### src/pwp_pkg.sv
package pwp_pkg;

	localparam int CLK_FREQ_MHZ = 40;
	localparam int STEP_PULSE_NS = 500;
	localparam int STEP_CYCLES = (STEP_PULSE_NS * CLK_FREQ_MHZ + 999) / 1000;
	localparam int RESET_PULSE_NS = 500;
	localparam int RESET_CYCLES = (RESET_PULSE_NS * CLK_FREQ_MHZ + 999) / 1000;
	localparam int PULSE_CNT_W = 6;

	localparam logic [5:0] ADDR_CTRL = 6'h00;
	localparam logic [5:0] ADDR_MODE = 6'h04;
	localparam logic [5:0] ADDR_OUT_BYTE = 6'h08;
	localparam logic [5:0] ADDR_IN_BYTE = 6'h0C;
	localparam logic [5:0] ADDR_STATUS = 6'h10;
	localparam logic [5:0] ADDR_OUT_WORD = 6'h14;

	localparam int CTRL_RESET = 0;
	localparam int CTRL_AUTO = 1;
	localparam int CTRL_LAST = 2;
	localparam int CTRL_JUMP_STEP = 3;
	localparam int CTRL_JUMP_END = 4;
	localparam int CTRL_JUMP_STROBE = 5;

	localparam int MODE_DIR = 0;
	localparam int MODE_DCMD = 1;
	localparam int MODE_WIDTH_LO = 2;

	localparam logic [1:0] WIDTH_RESET = 2'h3;
	localparam logic [1:0] RESP_OKAY = 2'h0;
	localparam logic [1:0] RESP_SLVERR = 2'h2;

	typedef enum logic [1:0] {
		SEQ_IDLE = 2'b00,
		SEQ_STEP = 2'b01,
		SEQ_STROBE = 2'b11,
		SEQ_DONE = 2'b10
	} pwp_seq_t;

endpackage : pwp_pkg

### src/pwp_port.sv
// Register access over AXI4-Lite and the placing of the registers are this design's own decisions.
`timescale 1ns/1ps
`default_nettype none

module pwp_port import pwp_pkg::*; (
	input wire logic aclk,
	input wire logic aresetn,
	input wire logic [5:0] s_axi_awaddr,
	input wire logic s_axi_awvalid,
	output logic s_axi_awready,
	input wire logic [31:0] s_axi_wdata,
	input wire logic [3:0] s_axi_wstrb,
	input wire logic s_axi_wvalid,
	output logic s_axi_wready,
	output logic [1:0] s_axi_bresp,
	output logic s_axi_bvalid,
	input wire logic s_axi_bready,
	input wire logic [5:0] s_axi_araddr,
	input wire logic s_axi_arvalid,
	output logic s_axi_arready,
	output logic [31:0] s_axi_rdata,
	output logic [1:0] s_axi_rresp,
	output logic s_axi_rvalid,
	input wire logic s_axi_rready,
	input wire logic [31:0] data_in_n,
	output logic [31:0] data_out_n,
	output logic [31:0] data_oe,
	output logic dir_n,
	output logic dcmd_n,
	output logic step_n,
	output logic end_n,
	output logic dev_reset_n,
	output logic strobe_n,
	input wire logic strobe_ack_n
);

	typedef struct packed {
		logic awready;
		logic wready;
		logic bvalid;
		logic [1:0] bresp;
		logic arready;
		logic rvalid;
		logic [1:0] rresp;
		logic [31:0] rdata;
		logic aw_got;
		logic w_got;
		logic [5:0] awaddr;
		logic [31:0] wdata;
		logic [3:0] wstrb;
		logic dir;
		logic dcmd;
		logic [1:0] width;
		logic last;
		logic [31:0] out_buf;
		logic [1:0] idx;
		logic full;
		pwp_seq_t seq;
		logic step_seen;
		logic step_fire;
		logic strobe;
		logic end_flag;
		logic rst_fire;
		logic [31:0] pin_data_n;
		logic [31:0] pin_oe;
		logic pin_dir_n;
		logic pin_dcmd_n;
		logic pin_end_n;
		logic pin_strobe_n;
		logic pin_step_n;
		logic pin_reset_n;
	} pwp_state_t;

	pwp_state_t s_reg;
	pwp_state_t s_next;
	logic step_pulse;
	logic rst_pulse;
	logic ack;

	// Lanes in use for a width code: 0 = 8 bits up to 3 = 32 bits.
	function automatic logic [31:0] lane_mask(input logic [1:0] w);
		logic [31:0] m;
		m = '0;
		for (int i = 0; i < 4; i++) begin
			if (2'(i) <= w) begin
				m[i*8 +: 8] = 8'hFF;
			end
		end
		return m;
	endfunction : lane_mask

	pwp_oneshot #(
		.LENGTH(PULSE_CNT_W'(STEP_CYCLES))
	) u_step (
		.aclk(aclk),
		.aresetn(aresetn),
		.fire(s_reg.step_fire),
		.pulse(step_pulse)
	);

	pwp_oneshot #(
		.LENGTH(PULSE_CNT_W'(RESET_CYCLES))
	) u_reset (
		.aclk(aclk),
		.aresetn(aresetn),
		.fire(s_reg.rst_fire),
		.pulse(rst_pulse)
	);

	assign ack = ~strobe_ack_n;

	always_comb begin
		s_next = s_reg;
		s_next.step_fire = 1'b0;
		s_next.rst_fire = 1'b0;

		// Write address and data are taken in either order.
		if (s_axi_awvalid && s_reg.awready) begin
			s_next.aw_got = 1'b1;
			s_next.awready = 1'b0;
			s_next.awaddr = s_axi_awaddr;
		end
		if (s_axi_wvalid && s_reg.wready) begin
			s_next.w_got = 1'b1;
			s_next.wready = 1'b0;
			s_next.wdata = s_axi_wdata;
			s_next.wstrb = s_axi_wstrb;
		end
		if (s_reg.bvalid && s_axi_bready) begin
			s_next.bvalid = 1'b0;
			s_next.awready = 1'b1;
			s_next.wready = 1'b1;
		end

		// Handshake sequence shared by automatic transfers and the step and strobe jump commands.
		unique case (s_reg.seq)
			SEQ_IDLE: begin
			end
			SEQ_STEP: begin
				if (step_pulse) begin
					s_next.step_seen = 1'b1;
				end else if (s_reg.step_seen) begin
					s_next.seq = SEQ_STROBE;
					s_next.strobe = 1'b1;
				end
			end
			SEQ_STROBE: begin
				if (ack) begin
					s_next.strobe = 1'b0;
					s_next.seq = SEQ_DONE;
				end
			end
			SEQ_DONE: begin
				if (s_reg.last) begin
					s_next.end_flag = 1'b1;
				end
				s_next.full = 1'b0;
				s_next.idx = s_reg.width;
				s_next.seq = SEQ_IDLE;
			end
		endcase

		if (s_reg.aw_got && s_reg.w_got && !s_reg.bvalid) begin
			s_next.aw_got = 1'b0;
			s_next.w_got = 1'b0;
			s_next.bvalid = 1'b1;
			s_next.bresp = RESP_OKAY;
			unique case (s_reg.awaddr)
				ADDR_CTRL: begin
					if (s_reg.wstrb[0]) begin
						s_next.last = s_reg.wdata[CTRL_LAST];
						if (s_reg.wdata[CTRL_RESET]) begin
							s_next.dir = 1'b0;
							s_next.dcmd = 1'b0;
							s_next.end_flag = 1'b0;
							s_next.strobe = 1'b0;
							s_next.seq = SEQ_IDLE;
							s_next.full = 1'b0;
							s_next.idx = s_reg.width;
							s_next.rst_fire = 1'b1;
						end else if (s_reg.seq == SEQ_IDLE) begin
							if (s_reg.wdata[CTRL_AUTO] || s_reg.wdata[CTRL_JUMP_STEP]) begin
								s_next.step_fire = 1'b1;
								s_next.step_seen = 1'b0;
								s_next.end_flag = 1'b0;
								s_next.seq = SEQ_STEP;
							end else if (s_reg.wdata[CTRL_JUMP_STROBE]) begin
								s_next.strobe = 1'b1;
								s_next.seq = SEQ_STROBE;
							end
							if (s_reg.wdata[CTRL_JUMP_END]) begin
								s_next.end_flag = 1'b1;
							end
						end
					end
				end
				ADDR_MODE: begin
					if (s_reg.wstrb[0]) begin
						s_next.dir = s_reg.wdata[MODE_DIR];
						s_next.dcmd = s_reg.wdata[MODE_DCMD];
						s_next.width = s_reg.wdata[MODE_WIDTH_LO +: 2];
						s_next.idx = s_reg.wdata[MODE_WIDTH_LO +: 2];
						s_next.full = 1'b0;
					end
				end
				ADDR_OUT_BYTE: begin
					// Bytes land from the top lane of the word downward.
					if (s_reg.wstrb[0] && !s_reg.full) begin
						s_next.out_buf[s_reg.idx*8 +: 8] = s_reg.wdata[7:0];
						if (s_reg.idx == 2'h0) begin
							s_next.full = 1'b1;
							s_next.idx = s_reg.width;
						end else begin
							s_next.idx = s_reg.idx - 2'h1;
						end
					end
				end
				ADDR_OUT_WORD: begin
					for (int b = 0; b < 4; b++) begin
						if (s_reg.wstrb[b]) begin
							s_next.out_buf[b*8 +: 8] = s_reg.wdata[b*8 +: 8];
						end
					end
					s_next.full = 1'b1;
					s_next.idx = s_reg.width;
				end
				default: begin
					s_next.bresp = RESP_SLVERR;
				end
			endcase
		end

		if (s_reg.rvalid && s_axi_rready) begin
			s_next.rvalid = 1'b0;
			s_next.arready = 1'b1;
		end
		if (s_axi_arvalid && s_reg.arready) begin
			s_next.arready = 1'b0;
			s_next.rvalid = 1'b1;
			s_next.rresp = RESP_OKAY;
			s_next.rdata = '0;
			unique case (s_axi_araddr)
				ADDR_CTRL: begin
					s_next.rdata[CTRL_LAST] = s_reg.last;
				end
				ADDR_MODE: begin
					s_next.rdata[MODE_DIR] = s_reg.dir;
					s_next.rdata[MODE_DCMD] = s_reg.dcmd;
					s_next.rdata[MODE_WIDTH_LO +: 2] = s_reg.width;
				end
				ADDR_OUT_BYTE, ADDR_OUT_WORD: begin
					s_next.rdata = s_reg.out_buf & lane_mask(s_reg.width);
				end
				ADDR_IN_BYTE: begin
					// Taken live from the receivers, highest byte first.
					s_next.rdata[7:0] = ~data_in_n[s_reg.idx*8 +: 8];
					s_next.idx = (s_reg.idx == 2'h0) ? s_reg.width : s_reg.idx - 2'h1;
				end
				ADDR_STATUS: begin
					s_next.rdata[1:0] = s_reg.seq;
					s_next.rdata[2] = s_reg.full;
					s_next.rdata[3] = step_pulse;
					s_next.rdata[4] = s_reg.strobe;
					s_next.rdata[5] = ack;
					s_next.rdata[6] = s_reg.end_flag;
					s_next.rdata[9:8] = s_reg.idx;
				end
				default: begin
					s_next.rresp = RESP_SLVERR;
				end
			endcase
		end

		// Pin stage: every peripheral output is registered; all but data_oe are negative-true.
		s_next.pin_data_n = ~(s_reg.out_buf & lane_mask(s_reg.width));
		s_next.pin_oe = s_reg.dir ? '0 : lane_mask(s_reg.width);
		s_next.pin_dir_n = ~s_reg.dir;
		s_next.pin_dcmd_n = ~s_reg.dcmd;
		s_next.pin_end_n = ~s_reg.end_flag;
		s_next.pin_strobe_n = ~s_reg.strobe;
		s_next.pin_step_n = ~step_pulse;
		s_next.pin_reset_n = ~(rst_pulse || s_reg.rst_fire);
	end

	always_ff @(posedge aclk) begin
		if (!aresetn) begin
			s_reg <= '0;
			s_reg.awready <= 1'b1;
			s_reg.wready <= 1'b1;
			s_reg.arready <= 1'b1;
			s_reg.width <= WIDTH_RESET;
			s_reg.idx <= WIDTH_RESET;
			s_reg.seq <= SEQ_IDLE;
			s_reg.pin_data_n <= '1;
			s_reg.pin_dir_n <= 1'b1;
			s_reg.pin_dcmd_n <= 1'b1;
			s_reg.pin_end_n <= 1'b1;
			s_reg.pin_strobe_n <= 1'b1;
			s_reg.pin_step_n <= 1'b1;
			s_reg.pin_reset_n <= 1'b0;
		end else begin
			s_reg <= s_next;
		end
	end

	assign s_axi_awready = s_reg.awready;
	assign s_axi_wready = s_reg.wready;
	assign s_axi_bresp = s_reg.bresp;
	assign s_axi_bvalid = s_reg.bvalid;
	assign s_axi_arready = s_reg.arready;
	assign s_axi_rdata = s_reg.rdata;
	assign s_axi_rresp = s_reg.rresp;
	assign s_axi_rvalid = s_reg.rvalid;
	assign data_out_n = s_reg.pin_data_n;
	assign data_oe = s_reg.pin_oe;
	assign dir_n = s_reg.pin_dir_n;
	assign dcmd_n = s_reg.pin_dcmd_n;
	assign step_n = s_reg.pin_step_n;
	assign end_n = s_reg.pin_end_n;
	assign dev_reset_n = s_reg.pin_reset_n;
	assign strobe_n = s_reg.pin_strobe_n;

endmodule : pwp_port

`default_nettype wire

### src/pwp_oneshot.sv
`timescale 1ns/1ps
`default_nettype none

// Retriggerable-free single shot: a fire while running is ignored.
module pwp_oneshot import pwp_pkg::*; #(
	parameter logic [PULSE_CNT_W-1:0] LENGTH = PULSE_CNT_W'(STEP_CYCLES)
) (
	input wire logic aclk,
	input wire logic aresetn,
	input wire logic fire,
	output logic pulse
);

	typedef struct packed {
		logic active;
		logic [PULSE_CNT_W-1:0] cnt;
	} pwp_shot_t;

	pwp_shot_t s_reg;
	pwp_shot_t s_next;

	always_comb begin
		s_next = s_reg;
		if (s_reg.active) begin
			if (s_reg.cnt == PULSE_CNT_W'(1)) begin
				s_next.active = 1'b0;
			end
			s_next.cnt = s_reg.cnt - PULSE_CNT_W'(1);
		end else if (fire) begin
			s_next.active = 1'b1;
			s_next.cnt = LENGTH;
		end
	end

	always_ff @(posedge aclk) begin
		if (!aresetn) begin
			s_reg <= '0;
		end else begin
			s_reg <= s_next;
		end
	end

	assign pulse = s_reg.active;

endmodule : pwp_oneshot

`default_nettype wire

### config.mk
export PLATFORM = sky130hd
export DESIGN_NAME = pwp_port
export DESIGN_NICKNAME = d
export VERILOG_FILES = /design/src/pwp_pkg.sv /design/src/pwp_port.sv /design/src/pwp_oneshot.sv
export SDC_FILE = /design/constraint.sdc
export NUM_CORES = 1
export LEC_CHECK = 0
export BUFFER_PORTS_ARGS = -buffer_cell sky130_fd_sc_hd__clkbuf_2
export CORE_ASPECT_RATIO = 1.4
export CORE_UTILIZATION = 30
export CTS_CLUSTER_SIZE = 25
export DETAILED_ROUTE_END_ITERATION = 6
export SLEW_MARGIN = 20
export SYNTH_ARGS = -nofsm -noshare
export SYNTH_HDL_FRONTEND = slang
export SYNTH_SLANG_ARGS = --single-unit
### constraint.sdc
create_clock -name aclk -period 5.19 [get_ports aclk]
set_input_delay 1.038 -clock aclk [delete_from_list [all_inputs] [get_ports aclk]]
set_output_delay 1.038 -clock aclk [all_outputs]
set_load 0.03 [all_outputs]
==> impl_results.md <==
* Status: finished, final reports clean
* Clk slew on worst S/H paths at 0.07 ns
* WL final at 21.6 mm
* Mapped Area at 8250 um^2
* Worst slew margin at 33.9%
* Commonest non-fill, non-tap cell in the layout: clkbuf_2
* Initial drt markers at 414
* Number of synthesized flops with an enable pin at 0
* Max reg flops at 91
* Pint at 2260 uW
* Diode count at 0
* Post-CTS sizing at 0
* Grt total ovfl at 0
* Seq/Total Area, Yosys at 45.1%
* GP Congestion at 0.823
* Fin. Hold Viols at 0
* Hold WC Path Type: flop to flop
* Synthesis warning total at 0
* Share of layout cells above drive strength 1 at 26.2%
* Tmin final at 2.91 ns
* Via count at 6529
* Flop pwr share at 49.4%
* Initial antenna violation count at 0
* Pre-Repair DR Iteration Count at 5
* Clock Power Share at 42.4%
* Maximum level of the CTS H-tree at 4
* Post-synthesis register bit count at 186
* Met3 wire length at 1.05 mm
* TNS Setup at 0 ns
* Met1 wire length at 9.81 mm
* Post-Place Cells at 1354
* Crit path max-delay family: buffers and inverters
* Crit path depth at 4
* Max Used Layer: met4
* Die X at 142 um
* Switching Fraction at 25.4%
* Num CTS Buffers at 17
* Worst Setup End Kind: flop
* WP data arrival at 3.20 ns
* Min-Delay Path Depth at 1
* TritonCTS clock tree: done
* CP Cell Sequence: clkbuf_2 -> clkinv_2 -> nor3_1 -> nand2_1
* WS Path Type: primary input to flop
* Final non-filler cell total at 1385
* Async S/R FF share, synth at 0%
* Combinational share of power at 8.2%
* Wire length per cell at 15.6 um
* Area grow syn2layout at 12.8%
* Max_cap viols at 0
* Worst skew pair latency at 0.44 ns
* Placed inst area at 8730 um^2
* RSZ-0062 raised after global routing: no
* Die Height at 198 um
* Core area at 26900 um^2
* Hpwl dp at 16.2 mm
* Slowest CP cell: nor3_1
* Worst path buffer plus inverter count at 2
* Mapped Cells at 943
* Ports at 199
* Post-CTS Setup Inserts at 0
* Hold buffers post-CTS at 0
* Most frequent cells in the layout: clkbuf_2, dfxtp_1, nand2_1
* Via density at 4.71
* Static leakage at 0.00359 uW
* DRC violations left at 0
* Die area at 28200 um^2
* First-pass GRT wire length at 34.0 mm
* Synth unique cells at 61
* Syn_area_per_cell at 8.75 um^2
* Design area at 9310 um^2
* Least-Margin Pin Slew at 0.989 ns
* Worst Path Required at 5.48 ns
* Vias in the first global route at 6211
* Clock Tree Root: clkbuf_16
* Final WS setup at 2.28 ns
* Worst VDD drop at 0.142 mV
* Power per cell area at 325 nW/um^2
* IO Port Bufs at 196
* Worst path max stage delay at 0.78 ns
* Cell Rows at 71
* Clock skew at 0.0119 ns
* Net switching power figure at 766 uW
* Peak Freq at 344 MHz
* Slew Limit Fails at 0
* Primary FF master, synth: dfxtp_1
* Clock tree sinks at 186
* Hold_ws at 0.400 ns
* Worst-case clock buffer depth at 2
* Largest net degree at the start of global routing at 66
* CP max FO at 42
* R2R cell count at 7
* All-Layer GR Usage at 15.7%
* Final ANT Viol Nets at 0
* Setup WS pre-CTS at 1.87 ns
* Starting Density at 30.6%
* Final nets at 1105
* Crit share post-route at 56.0%
* Worst setup SP type: primary input
* Final setup viols at 0
* Metal2 WL at 10.1 mm
## per-layer routing
metal	vias to the layer above	GRT usage [%]
met5	-	0
met4	0	7.29
met3	30	3.85
met2	182	25.2
met1	3009	19.7
li1	3308	-
## synthesized netlist by cell type (14+ instances only)
library cell / count / area [um^2]
dfxtp_1: 186 / 3720
nand2_1: 140 / 526
buf_4: 103 / 773
nor2_1: 85 / 319
a21oi_1: 79 / 395
a22oi_1: 46 / 345
clkbuf_1: 40 / 150
o21ai_0: 31 / 155
nand3_1: 21 / 105
a211oi_1: 17 / 128
inv_1: 17 / 63.8
nor2b_1: 14 / 87.6
## through the flow
stage               utilization (%)  power, uW
global placement               32.4       1770
finish                         34.6       3020
detailed placement             32.4       1780
CTS                            34.6       3060
floorplan                         -       1710
global route                   34.6       3140
## path summary, 6_finish.rpt
| check | start | slack (ns) | endpoint |
|---|---|---|---|
| worst min register to register | s_reg[101] | 0.40 | data_out_n[21] |
| worst max register to register | s_reg[78] | 2.55 | s_reg[84] |
| worst min-delay path | s_reg[101] | 0.40 | data_out_n[21] |
| worst max-delay path | aresetn | 2.28 | data_out_n[27] |
## final cells by class
class                      count  area, um^2
clock buffer                  19         433
clock inverter                12         144
fill                        2847       17600
inverter                      18        68.8
multi-input combinational    583        3460
sequential                   186        3720
tap                          365         457
timing repair buffer         202        1030
## worst reg2reg max path, cell delays in order (launching register included)
cell       delay [ns]
dfxtp_1          0.93
inv_1            0.20
ha_1             0.45
and3_1           0.24
o2111ai_1        0.21
buf_4            0.25
mux2i_1          0.20
nor2_1           0.05
## power by group through the flow
stage	Combinational, uW	Sequential, uW	Clock (uW)
floorplan	188	1520	0
global placement	247	1530	0
detailed placement	249	1530	0
CTS	250	1490	1320
global route	272	1500	1370
finish	248	1490	1280
## cells by family (layout without fill, tap and decap cells)
| group | Yosys count | count (layout) | share of synthesized area [%] |
|---|---|---|---|
| buffers and inverters | 175 | 251 | 13.0 |
| adders and majority gates | 9 | 9 | 1.37 |
| other | 1 | 2 | 0.0455 |
| muxes | 20 | 20 | 3.69 |
| AOI/OAI and AO/OA | 224 | 224 | 17.8 |
| and+or+nand+nor | 328 | 328 | 19.0 |
| DFF | 186 | 186 | 45.1 |
(Power assumes the default switching activity.)
